`config.mk`:
```
export PLATFORM = sky130hd
export DESIGN_NAME = l2_cache_and_multiprocessor_port
export DESIGN_NICKNAME = d
export VERILOG_FILES = /design/src/rtl/l2port_pkg.sv /design/src/rtl/l2_cache_and_multiprocessor_port.sv
export SDC_FILE = /design/constraint.sdc
export NUM_CORES = 1
export LEC_CHECK = 0
export ABC_AREA = 1
export BUFFER_PORTS_ARGS = -buffer_cell sky130_fd_sc_hd__clkbuf_2
export CAP_MARGIN = 10
export CELL_PAD_IN_SITES_DETAIL_PLACEMENT = 1
export CELL_PAD_IN_SITES_GLOBAL_PLACEMENT = 1
export CORE_MARGIN = 1.5
export CORE_UTILIZATION = 40
export CTS_BUF_LIST = sky130_fd_sc_hd__clkbuf_16
export CTS_CLUSTER_DIAMETER = 120
export DETAILED_ROUTE_END_ITERATION = 16
export PLACE_DENSITY = 0.93
export SLEW_MARGIN = 20
export SYNTH_ARGS = -nofsm -noshare
export SYNTH_HDL_FRONTEND = slang
export SYNTH_SLANG_ARGS = --single-unit
```
`constraint.sdc`:
```
create_clock -name clock_i -period 3.9 [get_ports clock_i]
set_clock_uncertainty 0.1 [all_clocks]
set_input_delay 0.39 -clock clock_i [delete_from_list [all_inputs] [get_ports clock_i]]
set_output_delay 0.39 -clock clock_i [all_outputs]
set_load 0.02 [all_outputs]
```
`src/rtl/l2port_pkg.sv`:
```
/*
 Constants, field layouts and state types of the secondary-cache port.
 Assumes a single 250 MHz processor-bus clock for every user.
*/
package l2port_pkg;
	// --------------------------------------------------------------------
	// register map
	// --------------------------------------------------------------------
	localparam int ADDR_W = 8;
	localparam logic [7:0] ADDR_CONFIG = 8'h00;
	localparam logic [7:0] ADDR_STATUS = 8'h04;
	localparam logic [1:0] SEL_NONE = 2'h0;
	localparam logic [1:0] SEL_CFG = 2'h1;
	localparam logic [1:0] SEL_STAT = 2'h2;
	localparam logic [1:0] RESP_OKAY = 2'h0;
	localparam logic [1:0] RESP_DECERR = 2'h3;
	// config fields; polarity bit set means active high
	localparam int CFG_W = 9;
	localparam int CFG_MODE = 0;
	localparam int CFG_BURST = 2;
	localparam int CFG_HIT_POL = 3;
	localparam int CFG_DIN_POL = 4;
	localparam int CFG_DOUT_POL = 5;
	localparam int CFG_TV_POL = 6;
	localparam int CFG_LOCK = 8;
	localparam logic [8:0] CFG_RESET = 9'h078;
	localparam logic [1:0] MODE_BAD = 2'h3;
	localparam int ST_W = 10;
	// --------------------------------------------------------------------
	// pin functions and sequencing
	// --------------------------------------------------------------------
	typedef enum logic [1:0] {MODE_INTERNAL, MODE_EXTERNAL, MODE_MULTI} pin_mode_t;
	typedef enum logic [1:0] {C_IDLE, C_LOOKUP, C_DATA, C_TAG} cache_state_t;
	localparam logic [1:0] LOOKUP_LAST = 2'h2;
	localparam logic [1:0] BURST_LAST = 2'h3;
	localparam logic [1:0] OWN_EXT = 2'h0;
	localparam logic [1:0] OWN_CPU1 = 2'h1;
	localparam logic [1:0] OWN_CPU2 = 2'h2;
	localparam logic [1:0] OWN_CPU3 = 2'h3;
	// synchroniser lanes
	localparam int SYNC_W = 8;
	localparam int SY_STROBE = 0;
	localparam int SY_BA0 = 1;
	localparam int SY_DIRTY = 2;
	localparam int SY_HIT = 3;
	localparam int SY_TV = 4;
	localparam int SY_ADDR_ACK = 5;
	localparam int SY_TA = 6;
	localparam int SY_TBST = 7;
endpackage

```
`src/rtl/l2_cache_and_multiprocessor_port.sv`:
```
/*
 Secondary-cache port of a host bridge: internal cache sequencer, pin reuse
 for an external cache controller or extra processors, and a bus arbiter.
 Assumes one clock, an AXI4-Lite master for configuration, and that the
 bridge core starts cache accesses on the same clock.
*/
`timescale 1ns/1ps
// What this block does
// - in burst SRAM mode pulse the address strobe when the address is valid
// - in async SRAM mode drive the two burst counter bits from the counter
// - in burst SRAM mode assert advance on each following beat
// - in async SRAM mode pulse the latch enable for the external address latch
// - select the data SRAMs for every cache read or write hit
// - read the line-modified input with programmable polarity
// - drive mark-modified with programmable polarity when a written line is dirty
// - enable data SRAM output only when they drive the data bus
// - drive three identical data write enables during a data write
// - read the hit input with programmable polarity as tag compare result
// - enable tag SRAM output while the stored tag is looked up
// - drive tag valid with programmable polarity to mark the line valid
// - pulse tag write to update tag, valid and dirty together
// - external controller mode reuses exactly three cache pins
// - external controller requests the bus and gets an address grant
// - grant the data bus to the external controller when it owns it
// - multiprocessor mode reuses nine cache pins as requests and grants
// - each extra processor has its own address grant
// - each extra processor has its own data grant
// - all other bus signals are shared by every processor
module l2_cache_and_multiprocessor_port (
	// clock, reset, enable
	input wire logic clock_i,
	input wire logic rst_i,
	input wire logic ce_i,
	// axi4-lite slave
	input wire logic [7:0] s_axi_awaddr_i,
	input wire logic s_axi_awvalid_i,
	output logic s_axi_awready_o,
	input wire logic [31:0] s_axi_wdata_i,
	input wire logic [3:0] s_axi_wstrb_i,
	input wire logic s_axi_wvalid_i,
	output logic s_axi_wready_o,
	output logic [1:0] s_axi_bresp_o,
	output logic s_axi_bvalid_o,
	input wire logic s_axi_bready_i,
	input wire logic [7:0] s_axi_araddr_i,
	input wire logic s_axi_arvalid_i,
	output logic s_axi_arready_o,
	output logic [31:0] s_axi_rdata_o,
	output logic [1:0] s_axi_rresp_o,
	output logic s_axi_rvalid_o,
	input wire logic s_axi_rready_i,
	// cache access from the bridge core
	input wire logic cache_start_i,
	input wire logic cache_write_i,
	input wire logic cache_burst_i,
	input wire logic [1:0] cache_word_i,
	output logic cache_busy_o,
	output logic cache_done_o,
	output logic cache_hit_o,
	output logic cache_dirty_o,
	// shared processor bus inputs
	input wire logic addr_ack_i,
	input wire logic transfer_ack_i,
	input wire logic xfer_burst_i,
	// reused cache pins
	input wire logic strobe_pin_i,
	output logic strobe_pin_o,
	output logic strobe_pin_oe_n_o,
	input wire logic ba0_pin_i,
	output logic ba0_pin_o,
	output logic ba0_pin_oe_n_o,
	input wire logic tv_pin_i,
	output logic tv_pin_o,
	output logic tv_pin_oe_n_o,
	input wire logic dirty_pin_i,
	input wire logic hit_i,
	output logic adv_pin_o,
	output logic dcs_pin_o,
	output logic dirty_out_pin_o,
	output logic doe_pin_o,
	output logic [2:0] dwe_pin_o,
	output logic toe_pin_o,
	output logic twe_pin_o
);
	// --------------------------------------------------------------------
	// helpers
	// --------------------------------------------------------------------
	function automatic logic [1:0] reg_sel(input logic [7:0] a);
		if (a == l2port_pkg::ADDR_CONFIG)
			return l2port_pkg::SEL_CFG;
		if (a == l2port_pkg::ADDR_STATUS)
			return l2port_pkg::SEL_STAT;
		return l2port_pkg::SEL_NONE;
	endfunction

	// same xnor serves input decode and output drive
	function automatic logic pol_level(input logic x, input logic pol);
		return x ~^ pol;
	endfunction

	logic awready, wready, bvalid, arready, rvalid, do_write;
	logic [1:0] bresp, rresp;
	logic [7:0] aw_addr;
	logic [31:0] w_data, rdata;
	logic [3:0] w_strb;
	logic [8:0] cfg;
	logic [9:0] status;
	logic [7:0] pin_raw, sync_a, sync_b;
	l2port_pkg::pin_mode_t mode;
	l2port_pkg::cache_state_t c_state;
	logic in_int, in_ext, in_mp, cfg_burst, line_hit, line_dirty, line_valid;
	logic [1:0] lk_cnt, beats, bcnt;
	logic w_write, w_burst, done, last_hit, last_dirty, last_valid, lookup_first, beat_first;
	logic [3:0] req;
	logic [1:0] pick, cand, last, aowner, downer, dbeats;
	logic pick_ok, abusy, dbusy;
	logic next_strobe, next_strobe_oe_n, next_ba0, next_ba0_oe_n, next_tv, next_tv_oe_n;
	logic next_adv, next_dcs, next_dirty_out, next_doe, next_toe, next_twe;
	logic [2:0] next_dwe;

	// --------------------------------------------------------------------
	// register bus
	// --------------------------------------------------------------------
	// write path: address and data taken in either order, response after both
	always_ff @(posedge clock_i) begin
		if (rst_i) begin
			awready <= 1'b1;
			wready <= 1'b1;
			bvalid <= 1'b0;
			bresp <= l2port_pkg::RESP_OKAY;
			aw_addr <= 8'h00;
			w_data <= 32'h0000_0000;
			w_strb <= 4'h0;
		end else if (ce_i) begin
			if (s_axi_awvalid_i && awready) begin
				aw_addr <= s_axi_awaddr_i;
				awready <= 1'b0;
			end
			if (s_axi_wvalid_i && wready) begin
				w_data <= s_axi_wdata_i;
				w_strb <= s_axi_wstrb_i;
				wready <= 1'b0;
			end
			if (do_write) begin
				bvalid <= 1'b1;
				bresp <= (reg_sel(aw_addr) == l2port_pkg::SEL_NONE) ?
					l2port_pkg::RESP_DECERR : l2port_pkg::RESP_OKAY;
			end
			if (bvalid && s_axi_bready_i) begin
				bvalid <= 1'b0;
				awready <= 1'b1;
				wready <= 1'b1;
			end
		end
	end
	assign do_write = !awready && !wready && !bvalid;

	// config: frozen once locked, and only changed with the port quiet
	always_ff @(posedge clock_i) begin
		if (rst_i) begin
			cfg <= l2port_pkg::CFG_RESET;
		end else if (ce_i && do_write && reg_sel(aw_addr) == l2port_pkg::SEL_CFG &&
			!cfg[l2port_pkg::CFG_LOCK] && c_state == l2port_pkg::C_IDLE && !abusy && !dbusy) begin
			// a reserved mode code leaves the whole low byte alone
			if (w_strb[0] && w_data[1:0] != l2port_pkg::MODE_BAD)
				cfg[6:0] <= w_data[6:0];
			if (w_strb[1])
				cfg[l2port_pkg::CFG_LOCK] <= w_data[l2port_pkg::CFG_LOCK];
		end
	end

	assign status = {downer, dbusy, aowner, abusy, last_valid, last_dirty, last_hit,
		c_state != l2port_pkg::C_IDLE};

	// read path: one outstanding read, unmapped answers decode error
	always_ff @(posedge clock_i) begin
		if (rst_i) begin
			arready <= 1'b1;
			rvalid <= 1'b0;
			rdata <= 32'h0000_0000;
			rresp <= l2port_pkg::RESP_OKAY;
		end else if (ce_i) begin
			if (s_axi_arvalid_i && arready) begin
				arready <= 1'b0;
				rvalid <= 1'b1;
				rresp <= l2port_pkg::RESP_OKAY;
				case (reg_sel(s_axi_araddr_i))
					l2port_pkg::SEL_CFG: rdata <= {23'h000000, cfg};
					l2port_pkg::SEL_STAT: rdata <= {22'h000000, status};
					default: begin
						rdata <= 32'h0000_0000;
						rresp <= l2port_pkg::RESP_DECERR;
					end
				endcase
			end else if (rvalid && s_axi_rready_i) begin
				rvalid <= 1'b0;
				arready <= 1'b1;
			end
		end
	end

	// --------------------------------------------------------------------
	// pin synchronisers
	// --------------------------------------------------------------------
	assign pin_raw = {xfer_burst_i, transfer_ack_i, addr_ack_i, tv_pin_i, hit_i, dirty_pin_i,
		ba0_pin_i, strobe_pin_i};
	generate
		for (genvar g = 0; g < l2port_pkg::SYNC_W; g++) begin : g_sync
			always_ff @(posedge clock_i) begin
				if (rst_i) begin
					sync_a[g] <= 1'b0;
					sync_b[g] <= 1'b0;
				end else if (ce_i) begin
					sync_a[g] <= pin_raw[g];
					sync_b[g] <= sync_a[g];
				end
			end
		end
	endgenerate

	// mode decode and polarity-corrected cache inputs
	assign mode = l2port_pkg::pin_mode_t'(cfg[l2port_pkg::CFG_MODE +: 2]);
	assign in_int = mode == l2port_pkg::MODE_INTERNAL;
	assign in_ext = mode == l2port_pkg::MODE_EXTERNAL;
	assign in_mp = mode == l2port_pkg::MODE_MULTI;
	assign cfg_burst = cfg[l2port_pkg::CFG_BURST];
	assign line_hit = pol_level(sync_b[l2port_pkg::SY_HIT], cfg[l2port_pkg::CFG_HIT_POL]);
	assign line_dirty = pol_level(sync_b[l2port_pkg::SY_DIRTY], cfg[l2port_pkg::CFG_DIN_POL]);
	assign line_valid = pol_level(sync_b[l2port_pkg::SY_TV], cfg[l2port_pkg::CFG_TV_POL]);

	// --------------------------------------------------------------------
	// internal cache sequencer
	// --------------------------------------------------------------------
	// lookup waits out the two-stage pin sync before the tag answer is used
	always_ff @(posedge clock_i) begin
		if (rst_i) begin
			c_state <= l2port_pkg::C_IDLE;
			lk_cnt <= 2'h0;
			beats <= 2'h0;
			bcnt <= 2'h0;
			w_write <= 1'b0;
			w_burst <= 1'b0;
			done <= 1'b0;
			last_hit <= 1'b0;
			last_dirty <= 1'b0;
			last_valid <= 1'b0;
		end else if (ce_i) begin
			done <= 1'b0;
			case (c_state)
				l2port_pkg::C_IDLE: begin
					if (in_int && cache_start_i) begin
						c_state <= l2port_pkg::C_LOOKUP;
						lk_cnt <= 2'h0;
						w_write <= cache_write_i;
						w_burst <= cache_burst_i;
						bcnt <= cache_word_i;
						beats <= cache_burst_i ? l2port_pkg::BURST_LAST : 2'h0;
					end
				end
				l2port_pkg::C_LOOKUP: begin
					if (lk_cnt == l2port_pkg::LOOKUP_LAST) begin
						last_hit <= line_hit;
						last_dirty <= line_dirty;
						last_valid <= line_valid;
						// read miss allocates a clean line; write miss does not allocate
						if (line_hit) begin
							c_state <= l2port_pkg::C_DATA;
						end else if (!w_write) begin
							c_state <= l2port_pkg::C_TAG;
						end else begin
							c_state <= l2port_pkg::C_IDLE;
							done <= 1'b1;
						end
					end else begin
						lk_cnt <= lk_cnt + 2'h1;
					end
				end
				l2port_pkg::C_DATA: begin
					bcnt <= bcnt + 2'h1;
					if (beats == 2'h0) begin
						if (w_write) begin
							c_state <= l2port_pkg::C_TAG;
						end else begin
							c_state <= l2port_pkg::C_IDLE;
							done <= 1'b1;
						end
					end else begin
						beats <= beats - 2'h1;
					end
				end
				l2port_pkg::C_TAG: begin
					c_state <= l2port_pkg::C_IDLE;
					done <= 1'b1;
				end
				default: c_state <= l2port_pkg::C_IDLE;
			endcase
		end
	end
	assign lookup_first = c_state == l2port_pkg::C_LOOKUP && lk_cnt == 2'h0;
	assign beat_first = w_burst ? (beats == l2port_pkg::BURST_LAST) : 1'b1;

	// --------------------------------------------------------------------
	// bus arbiter for external controller and extra processors
	// --------------------------------------------------------------------
	// lane 0 is the external controller, lanes 1..3 the extra processors
	assign req = in_ext ? {3'h0, sync_b[l2port_pkg::SY_STROBE]} :
		in_mp ? {sync_b[l2port_pkg::SY_BA0], sync_b[l2port_pkg::SY_TV],
		sync_b[l2port_pkg::SY_DIRTY], 1'b0} : 4'h0;

	// round robin starting after the last owner
	always_comb begin
		pick = last;
		pick_ok = 1'b0;
		cand = last;
		for (int i = 1; i <= 4; i++) begin
			cand = last + i[1:0];
			if (!pick_ok && req[cand]) begin
				pick = cand;
				pick_ok = 1'b1;
			end
		end
	end

	// one owner per bus keeps the shared signals single-driven; no pipelining
	always_ff @(posedge clock_i) begin
		if (rst_i) begin
			abusy <= 1'b0;
			dbusy <= 1'b0;
			aowner <= 2'h0;
			downer <= 2'h0;
			last <= 2'h0;
			dbeats <= 2'h0;
		end else if (ce_i) begin
			if (!abusy && !dbusy && pick_ok) begin
				abusy <= 1'b1;
				aowner <= pick;
				last <= pick;
			end else if (abusy && sync_b[l2port_pkg::SY_ADDR_ACK]) begin
				abusy <= 1'b0;
				dbusy <= 1'b1;
				downer <= aowner;
				dbeats <= sync_b[l2port_pkg::SY_TBST] ? l2port_pkg::BURST_LAST : 2'h0;
			end
			if (dbusy && sync_b[l2port_pkg::SY_TA]) begin
				if (dbeats == 2'h0)
					dbusy <= 1'b0;
				else
					dbeats <= dbeats - 2'h1;
			end
		end
	end

	// --------------------------------------------------------------------
	// pin function select
	// --------------------------------------------------------------------
	always_comb begin
		next_strobe = 1'b0;
		next_strobe_oe_n = 1'b1;
		next_ba0 = 1'b0;
		next_ba0_oe_n = 1'b1;
		next_tv = 1'b0;
		next_tv_oe_n = 1'b1;
		next_adv = 1'b0;
		next_dcs = 1'b0;
		next_dirty_out = 1'b0;
		next_doe = 1'b0;
		next_dwe = 3'h0;
		next_toe = 1'b0;
		next_twe = 1'b0;
		case (mode)
			l2port_pkg::MODE_INTERNAL: begin
				next_strobe_oe_n = 1'b0;
				next_ba0_oe_n = 1'b0;
				next_strobe = lookup_first;
				next_ba0 = cfg_burst ? 1'b0 : bcnt[0];
				next_adv = cfg_burst ? (c_state == l2port_pkg::C_DATA && !beat_first) :
					bcnt[1];
				next_dcs = c_state == l2port_pkg::C_DATA;
				next_doe = c_state == l2port_pkg::C_DATA && !w_write;
				next_dwe = {3{c_state == l2port_pkg::C_DATA && w_write}};
				next_toe = c_state == l2port_pkg::C_LOOKUP;
				next_twe = c_state == l2port_pkg::C_TAG;
				next_dirty_out = pol_level(c_state == l2port_pkg::C_TAG && w_write,
					cfg[l2port_pkg::CFG_DOUT_POL]);
				next_tv_oe_n = c_state != l2port_pkg::C_TAG;
				next_tv = pol_level(1'b1, cfg[l2port_pkg::CFG_TV_POL]);
			end
			l2port_pkg::MODE_EXTERNAL: begin
				// strobe becomes an input; advance and data oe become grants
				next_adv = abusy && aowner == l2port_pkg::OWN_EXT;
				next_doe = dbusy && downer == l2port_pkg::OWN_EXT;
			end
			l2port_pkg::MODE_MULTI: begin
				next_dirty_out = abusy && aowner == l2port_pkg::OWN_CPU1;
				next_twe = abusy && aowner == l2port_pkg::OWN_CPU2;
				next_dcs = abusy && aowner == l2port_pkg::OWN_CPU3;
				next_toe = dbusy && downer == l2port_pkg::OWN_CPU1;
				next_dwe[0] = dbusy && downer == l2port_pkg::OWN_CPU2;
				next_dwe[1] = dbusy && downer == l2port_pkg::OWN_CPU3;
			end
			default: ;
		endcase
	end

	// every pin and answer leaves from a flop
	always_ff @(posedge clock_i) begin
		if (rst_i) begin
			{strobe_pin_o, ba0_pin_o, tv_pin_o, adv_pin_o, dcs_pin_o} <= 5'h00;
			{strobe_pin_oe_n_o, ba0_pin_oe_n_o, tv_pin_oe_n_o} <= 3'h7;
			{dirty_out_pin_o, doe_pin_o, toe_pin_o, twe_pin_o} <= 4'h0;
			dwe_pin_o <= 3'h0;
			{cache_busy_o, cache_done_o, cache_hit_o, cache_dirty_o} <= 4'h0;
		end else if (ce_i) begin
			{strobe_pin_o, ba0_pin_o, tv_pin_o} <= {next_strobe, next_ba0, next_tv};
			{strobe_pin_oe_n_o, ba0_pin_oe_n_o} <= {next_strobe_oe_n, next_ba0_oe_n};
			tv_pin_oe_n_o <= next_tv_oe_n;
			{adv_pin_o, dcs_pin_o, dirty_out_pin_o} <= {next_adv, next_dcs, next_dirty_out};
			{doe_pin_o, toe_pin_o, twe_pin_o} <= {next_doe, next_toe, next_twe};
			dwe_pin_o <= next_dwe;
			cache_busy_o <= c_state != l2port_pkg::C_IDLE;
			{cache_done_o, cache_hit_o, cache_dirty_o} <= {done, last_hit, last_dirty};
		end
	end

	assign {s_axi_awready_o, s_axi_wready_o, s_axi_bvalid_o, s_axi_bresp_o} =
		{awready, wready, bvalid, bresp};
	assign {s_axi_arready_o, s_axi_rvalid_o, s_axi_rdata_o, s_axi_rresp_o} =
		{arready, rvalid, rdata, rresp};
endmodule

```
# Word-level counts from Yosys, hierarchy flattened
# Index checks and enable logic that the tools add are counted.
totals:
  register_bits: 124
  latch_bits: 0
  ram_bits: 0
  romBits: 0
  inputBits: 73
  elab_cells: 305
  n_memories: 0
classes:
  n_addsub: 7
  multipliers: 0
  n_div: 0
  order_cmp: 4
  eq_ne: 25
  shifts: 0
  n_mux: 118
  n_bitwise: 6
  n_reduce_logical: 85
op_table:
  columns: ["operator", "n"]
  rows:
  - ["two-way mux 2 bit", 40]
  - ["two-way mux 1 bit", 59]
  - ["logical AND 1 bit", 35]
  - ["AND reduction 2 bit", 11]
  - ["equality test 2 bit (second input constant)", 10]
  - ["case mux 10 bit (2 select lines)", 1]
  - ["equality test 8 x 3 -> 1 bit (second input constant)", 2]
  - ["zero test 2 bit", 8]
  - ["zero test 8 bit", 2]
  - ["case mux 2 bit (2 select lines)", 4]
  - ["AND reduction 4 bit", 4]
  - ["nonzero test 2 bit", 8]
  - ["equality test 2 x 1 -> 1 bit (second input constant)", 6]
  - ["less-than comparator 2 x 3 -> 1 bit (second input constant)", 4]
  - ["inequality test 2 bit (second input constant)", 6]
  - ["case mux 1 bit (2 select lines)", 6]
  - ["AND reduction 3 bit", 4]
  - ["zero test 1 bit", 11]
  - ["binary-select mux 1 bit (select 2 bit)", 4]
  - ["two-way mux 4 bit", 2]
  - ["case mux 2 bit (4 select lines)", 1]
  - ["adder 2 x 1 -> 2 bit (second input constant)", 3]
  - ["adder 2 bit (second input constant)", 2]
  - ["subtractor 2 x 1 -> 2 bit (second input constant)", 2]
  - ["other kinds (6)", 10]

# Logic depth before layout (Yosys ltp)
# Gate-level depths: netlist of the first run.
depth:
  word_depth: 19
  ltp_mapped: 12

# Least setup slack after synthesis of the first run
# Ideal clock, no wire load.
synth_timing:
  path_kind: "register to register"
  from: "register, netlist name aowner[0]"
  to: "register aowner[0]"
  setup_time_ns: 0.116
  t_arrival_ns: 1.729
  setup_slack_ns: 1.955
  stages_incl_launch_ff: 11
  n_path_buf: 1
  period_less_slack_ns: 1.945
  cell_sequence: "dfxtp_1 buf_2 inv_1 ha_1 inv_1 nand3_1 nand2_2 nand4_2 and2_4 a21oi_1 nor2_2"
synth_rtl:
  columns: ["item", "line", "text"]
  rows:
  - ["to (signal assigned)", "l2_cache_and_multiprocessor_port.sv:336", "aowner <= pick;"]
  - ["to (decl)", "l2_cache_and_multiprocessor_port.sv:115", "logic [1:0] pick, cand, last, aowner, downer, dbeats;"]

==> results of run 1 <==
## placed cells by master (no fill, tap or decap), types with 2 or more instances in the layout
cell	n
o21ai_1	3
nand2_2	2
dfxtp_1	99
o221ai_1	10
nand2_4	2
nand4_1	16
nand2_1	77
buf_4	3
inv_2	2
clkinv_2	3
nand3_2	6
nor2_1	67
xnor2_1	2
nand3_1	28
o21ai_0	69
clkbuf_16	9
conb_1	22
nor2_2	3
inv_1	73
clkbuf_2	84
nor3_1	2
a31oi_1	2
o211ai_1	7
a21oi_1	60
ha_1	8
o22ai_1	3
## stage by stage
step	worst slack, ns	instance area [µm²]	hold WS (ns)
final	1.60	5210	0.174
after global routing	1.45	5210	0.179
after floorplan	1.95	4620	0.329
after CTS	1.63	5210	0.167
after detailed placement	1.62	4950	0.358
after global placement	1.68	4950	0.343
## per-layer routing
metal	routed length, µm	global-route usage, %	vias to the layer above
li1	-	-	2094
met1	5480	26.6	2021
met2	6360	39.5	122
met3	755	5.04	31
met4	388	11.3	0
met5	0	0	-
## cells by family after synthesis
kind of cell               synth area share [%]
and+or+nand+nor                            21.6
AOI/OAI and AO/OA                          19.3
buffers and inverters                      12.6
DFF                                        43.6
adders and majority gates                  2.20
xor gates and xnor gates                  0.578
other                                    0.0825
## critical path, cell delays in order, from the launching register on
cell     delay [ns]
dfxtp_1        0.54
inv_1          0.24
ha_1           0.44
inv_1          0.14
nand3_1        0.12
nand2_2        0.12
nand4_2        0.10
and2_4         0.16
a21oi_1        0.17
nor2_2         0.05
## flip-flops by register name, summed over array words and instances, names as in the netlist, 3 cells and up
signal / flops
cfg: 8
w_data: 8
dwe_pin_o: 3
sync_b: 8
sync_a: 8
aw_addr: 8
s_axi_rdata_o: 10
## final cells by class
cell class	instances	area, µm²
Sequential cell	99	1980
Fill cell	1407	5770
Clock buffer	9	225
Timing Repair Buffer	87	443
Multi-Input combinational cell	402	2070
Clock inverter	7	37.5
Tap cell	140	175
Inverter	74	279
## worst paths after layout
path / startpoint / end / depth (start not counted)
setup / recovery: aowner[0]$_SDFFE_PP0P_ / aowner[0]$_SDFFE_PP0P_ / 9
setup reg to reg: aowner[0]$_SDFFE_PP0P_ / aowner[0]$_SDFFE_PP0P_ / 9
hold / removal: dirty_pin_i / sync_a[2]$_SDFFE_PP0P_ / 3
hold reg to reg: aw_addr[0]$_SDFFE_PP0P_ / aw_addr[0]$_SDFFE_PP0P_ / 2
## power breakdown
group	internal [mW]	total [mW]	switching (mW)	leakage, nW
Clock	0.425	0.809	0.384	0.135
Sequential	1.07	1.10	0.0377	0.812
Combinational	0.0857	0.277	0.191	1.43
==> reports/results.txt, run 1 <==
Final wirelength - 13000 µm
DR pass1 iterations - 4
Seq cells post-synth - 99
Final Hold Fails - 0
Post-cts resize count - 0
Fin crit share - 58.9%
Remaining global-route overflow - 0
H-tree Lvls - 3
Share of post-route cells with drive strength above 1 - 18.3%
Num rows - 38
Clock Tree Buf Depth - 2
Vias per cell - 5.22
Seq/Total Area, Yosys - 43.6%
Post-route DRC - 0
FMAX - 0.436 GHz
Count leader, synth - dfxtp_1
First-pass GRT wire length - 21200 µm
Crit path time final - 2.30 ns
Synth cell count leaders - dfxtp_1, nand2_1, inv_1, o21ai_0, nor2_1
NumNets Final - 754
Startpoint types - flop
Wirelength per Cell - 15.9 µm
Antenna-violating nets left - 0
Synth warnings - 0
Total core area - 11000 µm²
Synth area leaders - dfxtp_1, o21ai_0, a21oi_1
CTS tree - done
Fin util - 47.4%
Ys async rst share - 0%
Synth cell types - 41
Outcome - finished clean
Max-cap check violation count - 0
Via count of the routed design - 4268
Cts bufs inserted - 9
Max Slew Vio Count - 0
Pwr dens - 420 nW/µm²
WP data arrival - 2.43 ns
Total power - 2.19 mW
RePlAce Congestion - 0.891
Hold buffers post-CTS - 0
Setup CP Type - reg -> reg
Post-DP HPWL - 9380 µm
Leading area contributor after synthesis - dfxtp_1
Worst min-delay path category - in -> reg
Mapped Area - 4550 µm²
Die Width - 110 µm
Leakage power - 2.37 nW
Syn Inst Count - 604
I/O Buffers - 84
Initial antenna violation count - 0
RSZ-0062 raised after global routing - false
Crit path max fanout - 10
Final Non-Filler Cells - 818
Die area - 12000 µm²
Vias in the first global route - 4397
Slew @ Worst Pin - 0.591 ns
Die Y - 110 µm
ANT cells - 0
Post-CTS Setup Inserts - 0
Clk slew on worst S/H paths - 0.06 ns
Crit. End Element - flop
Worst-Skew Late Latency - 0.35 ns
Reg-to-reg setup timing slack - 1.60 ns
Detailed Route Iter0 Violations - 149
Share of the synthesized area in the top cell type - 43.6%
Clock sinks - 99
Ys flop type - dfxtp_1
Tot GR Track Use - 22.9%
Slew HR - 60.6%
Io pins - 133
Clock root buffer - clkbuf_16
Post-synth EDFFs - 0
Area Overhead vs Synth - 14.6%
Placed cells - 802
Largest net degree at the start of global routing - 61
Req. time, crit path - 4.04 ns
Setup TNS - 0 ns
Setup-failing EPs final - 0
Mapped Avg Cell Area - 7.53 µm²
Initial Util - 41.4%
Worst VDD drop - 0.000191 V
Power figures use the tool's default switching activity.
==> run 2: changes to the inputs <==
Settings changed: CORE_UTILIZATION 40 to 37, PLACE_DENSITY 0.93 to 0.87.
Clock period 3.9 ns to 2.25 ns, I/O delays scaled along.
==> reports/results.txt, run 2 (synthesis gave the netlist of run 1 again) <==
Outcome - finished clean
Slowest cell on the critical path - dfxtp_2
Post-CTS Setup Inserts - 0
Max Slew Vio Count - 0
Share of post-route cells with drive strength above 1 - 19.5%
Fillers - 1556
Final hold slack - 0.00529 ns
Max reg flops - 10
Via count of the routed design - 4301
CTS tree - done
Num rows - 40
Startpoint types - flop
Final Non-Filler Cells - 834
Setup TNS - 0 ns
Tot GR Track Use - 20.8%
Req. time, crit path - 2.39 ns
Final Hold Fails - 0
Worst min-delay path category - in -> reg
Worst-Skew Late Latency - 0.35 ns
Post-DP HPWL - 9820 µm
Cts bufs inserted - 9
Most Frequent Cell on Critical Path - inv_1
Max-cap check violation count - 0
CP peak stage delay - 0.40 ns
Crit path cell chain - inv_1 -> ha_1 -> inv_1 -> nand3_1 -> nand2_2 -> nand4_2 -> and2_4 -> a21oi_1 -> nor2_2
Detailed Route Iter0 Violations - 237
WP data arrival - 2.19 ns
Setup CP Type - reg -> reg
Slew @ Worst Pin - 0.574 ns
DR pass1 iterations - 4
Clock root buffer - clkbuf_16
Commonest non-fill, non-tap cell in the layout - dfxtp_1
Area Overhead vs Synth - 16.9%
Antenna-violating nets left - 0
Placed cells - 818
Clock Tree Buf Depth - 2
Fin util - 44.3%
Total core area - 12000 µm²
First-pass GRT wire length - 21200 µm
Crit. End Element - flop
Crit path time final - 2.05 ns
Fin crit share - 91.3%
NumNets Final - 764
Remaining global-route overflow - 0
Vias per cell - 5.16
Worst-case reg-to-reg path depth - 9
Vias in the first global route - 4398
Pwr dens - 719 nW/µm²
Post-route DRC - 0
I/O Buffers - 84
Io pins - 133
Worst VDD drop - 0.000357 V
RSZ-0062 raised after global routing - false
Worst hold stages - 3
FMAX - 0.487 GHz
Die Width - 114 µm
Final wirelength - 13100 µm
Wirelength per Cell - 15.7 µm
RePlAce Congestion - 0.867
Crit path max fanout - 7
Leakage power - 2.42 nW
Setup-failing EPs final - 0
ANT cells - 0
Largest net degree at the start of global routing - 60
Clock sinks - 99
H-tree Lvls - 3
Clk slew on worst S/H paths - 0.06 ns
Die area - 13000 µm²
Commonest cells after routing, fill and taps aside - dfxtp_1, clkbuf_2, nand2_1
Initial antenna violation count - 0
Initial Util - 37.8%
Die Y - 114 µm
Slew HR - 61.7%
[run 2: cell types whose count changed in the layout (fill, tap and decap cells not counted)]
cell and delta:
buf_12 +1, buf_4 +8, clkinv_1 +1, clkinv_2 -2, clkinv_4 +1, dfxtp_1 -1
dfxtp_2 +1, dlygate4sd3_1 +1, inv_1 -2, inv_6 +1
[run 2: timing repair]
action / CTS / global route
gates resized for setup: 0 / 1
hold endpoints to repair: 1 / 0
hold buffers: 1 / 0
setup endpoints to repair: 0 / 1
[run 2: path summary, 6_finish.rpt]
path / startpoint / to / slack, ns
max: aowner[1]$_SDFFE_PP0P_ / aowner[0]$_SDFFE_PP0P_ / 0.20
min: addr_ack_i / sync_a[5]$_SDFFE_PP0P_ / 0.005
max reg2reg: aowner[1]$_SDFFE_PP0P_ / aowner[0]$_SDFFE_PP0P_ / 0.20
min reg2reg: w_data[4]$_SDFFE_PP0P_ / w_data[4]$_SDFFE_PP0P_ / 0.36
[run 2: power breakdown]
part | leakage (nW) | total (mW) | switching (mW) | internal (mW)
clock network | 0.127 | 1.42 | 0.673 | 0.743
logic | 1.48 | 0.495 | 0.334 | 0.161
registers | 0.813 | 1.91 | 0.0627 | 1.85
[run 2: metal layers]
layer | track usage [%] | part of all wire, %
met5 | 0 | 0
met4 | 8.67 | 2.6
met3 | 4.52 | 4.0
met2 | 38.2 | 52
met1 | 23.3 | 42
[run 2: metrics by stage]
step / instance area [µm²] / total power [mW] / setup slack (ns)
detailed placement: 5040 / 2.44 / 0.116
global route: 5320 / 3.98 / 0.0571
floorplan: 4620 / 2.28 / 0.305
finish: 5320 / 3.82 / 0.195
CTS: 5310 / 3.86 / 0.0841
global placement: 5040 / 2.41 / 0.261
[run 2: area by class of cell]
type | count | area (µm²) | share of cell area [%]
tap | 147 | 184 | 3.46
inverter | 74 | 279 | 5.25
timing repair buffer | 97 | 533 | 10.0
multi-input combinational | 402 | 2070 | 38.9
clock inverter | 6 | 41.3 | 0.777
sequential | 99 | 1980 | 37.3
clock buffer | 9 | 225 | 4.24
[run 2: worst max-delay path, delay by kind of cell, from the launching register on]
kind / cells / cell delay [ns]
flops: 1 / 0.40
simple gates: 5 / 0.63
fa+ha+maj: 1 / 0.37
compound gates: 1 / 0.18
buf+inv: 2 / 0.28
==> run 3: changes to the inputs <==
Settings changed: CORE_UTILIZATION 37 to 40, PLACE_DENSITY 0.87 to 0.93, RECOVER_POWER set to 25.
Clock period 2.25 ns to 2.7 ns, I/O delays scaled along.
==> reports/results.txt, run 3 (synthesis gave the netlist of run 1 again) <==
Post-cts resize count - 0
NumNets Final - 754
Clk slew on worst S/H paths - 0.07 ns
Vias per cell - 5.31
Max reg flops - 10
Slew @ Worst Pin - 1.18 ns
Fillers - 1429
Fin crit share - 85.2%
WHS Endpoint - sync_a[2]$_SDFFE_PP0P_
Setup CP Type - reg -> reg
Met2 usage in global routing - 40.4%
First-pass GRT wire length - 22000 µm
Most Frequent Cell on Critical Path - inv_1
Crit path time final - 2.30 ns
Met1 Use GR - 28.4%
Remaining global-route overflow - 0
Startpoint types - flop
Req. time, crit path - 2.86 ns
FF-to-FF Start - aowner[0]$_SDFFE_PP0P_
Crit path buf inv count - 2
GR peak layer - met2
Max-cap check violation count - 0
Hold Startpoint - dirty_pin_i
Worst VDD drop - 0.000364 V
Setup WS post-layout - 0.400 ns
CTS tree - done
Slew HR - 21.3%
Kind of cell adding the most delay to the critical path - simple AND/OR/NAND/NOR gates
Commonest non-fill, non-tap cell in the layout - dfxtp_1
DR pass1 iterations - 4
Leakage power - 2.30 nW
Clock Tree Buf Depth - 2
H-tree Lvls - 3
Crit path max fanout - 10
Crit. End Element - flop
Vias in the first global route - 4486
R2r endpoint - aowner[0]$_SDFFE_PP0P_
Crit path cell chain - inv_1 -> ha_1 -> inv_1 -> nand3_1 -> nand2_2 -> nand4_2 -> and2_4 -> a21oi_1 -> nor2_2
RSZ-0062 raised after global routing - false
WP data arrival - 2.46 ns
Clock sinks - 99
Slowest cell on the critical path - dfxtp_1
Post-route DRC - 0
Area Overhead vs Synth - 14.7%
Clock root buffer - clkbuf_16
Final Hold Fails - 0
Setup-failing EPs final - 0
Num rows - 38
Hold buffers post-CTS - 0
Die Width - 110 µm
Area occupied by multi-input gates - 2070 µm²
Final wirelength - 13500 µm
Reg area - 1980 µm²
Total core area - 11000 µm²
RePlAce Congestion - 0.893
Worst min-delay path category - in -> reg
Die Y - 110 µm
Wirelength per Cell - 16.5 µm
Worst-case reg-to-reg path depth - 9
Outcome - finished clean
Commonest cells after routing, fill and taps aside - dfxtp_1, nand2_1, inv_1
FMAX - 0.435 GHz
Total power - 3.30 mW
Die area - 12000 µm²
Largest net degree at the start of global routing - 61
Tot GR Track Use - 23.9%
I/O Buffers - 84
Post-DP HPWL - 9580 µm
Antenna-violating nets left - 0
Via count of the routed design - 4342
Io pins - 133
Initial Util - 41.4%
ANT cells - 0
Setup TNS - 0 ns
Post-CTS Setup Inserts - 0
Detailed Route Iter0 Violations - 183
Worst hold stages - 3
Worst-Skew Late Latency - 0.36 ns
Reg-to-reg setup timing slack - 0.40 ns
Initial antenna violation count - 0
Pwr dens - 633 nW/µm²
Share of post-route cells with drive strength above 1 - 13.9%
CP peak stage delay - 0.54 ns
Fin util - 47.5%
Max Slew Vio Count - 0
Met3 usage - 5.69%
Cts bufs inserted - 9
Pre-CTS WS - 0.477 ns
-- run 3: how the worst max path moves through the flow --
stage                           startpoint                     end  slack, ns  depth (start not counted)
CTS                 aowner[0]$_SDFFE_PP0P_  aowner[0]$_SDFFE_PP0P_       0.43                          9
global placement    aowner[0]$_SDFFE_PP0P_  aowner[0]$_SDFFE_PP0P_       0.56                          9
global route        aowner[0]$_SDFFE_PP0P_  aowner[0]$_SDFFE_PP0P_       0.27                         11
floorplan           aowner[0]$_SDFFE_PP0P_  aowner[0]$_SDFFE_PP0P_       0.75                         10
finish              aowner[0]$_SDFFE_PP0P_  aowner[0]$_SDFFE_PP0P_       0.40                          9
detailed placement  aowner[0]$_SDFFE_PP0P_  aowner[0]$_SDFFE_PP0P_       0.48                          9
-- run 3: worst min-delay path: cells and delay by family --
family | cells | cell delay [ns]
AND/OR/NAND/NOR | 2 | 0.11
buffers and inverters | 1 | 0.07
-- run 3: report_power, final --
part | switching, mW | internal [mW] | leakage (nW)
Clock | 0.594 | 0.719 | 0.153
Sequential | 0.0552 | 1.54 | 0.812
Combinational | 0.276 | 0.119 | 1.33
Total | 0.924 | 2.38 | 2.30
-- run 3: routing by layer --
layer  vias to the layer above  wire length [µm]
li1                       2107                 -
met5                         -                 0
met1                      2066              5690
met3                        36               753
met2                       133              6540
met4                         0               495
-- run 3: area by class of cell --
cell class / instances / share of cell area [%]
Clock inverter: 7 / 1.32
Tap cell: 140 / 3.36
Timing Repair Buffer: 87 / 8.01
Clock buffer: 9 / 4.32
Inverter: 74 / 5.35
Multi-Input combinational cell: 402 / 39.6
Sequential cell: 99 / 38.0
-- run 3: per-stage QoR --
step	cells	hold WS, ns	cell area, µm²
floorplan	625	0.243	4620
global placement	802	0.343	4960
detailed placement	802	0.357	4960
CTS	818	0.0320	5260
global route	818	0.0545	5220
finish	818	0.0312	5220
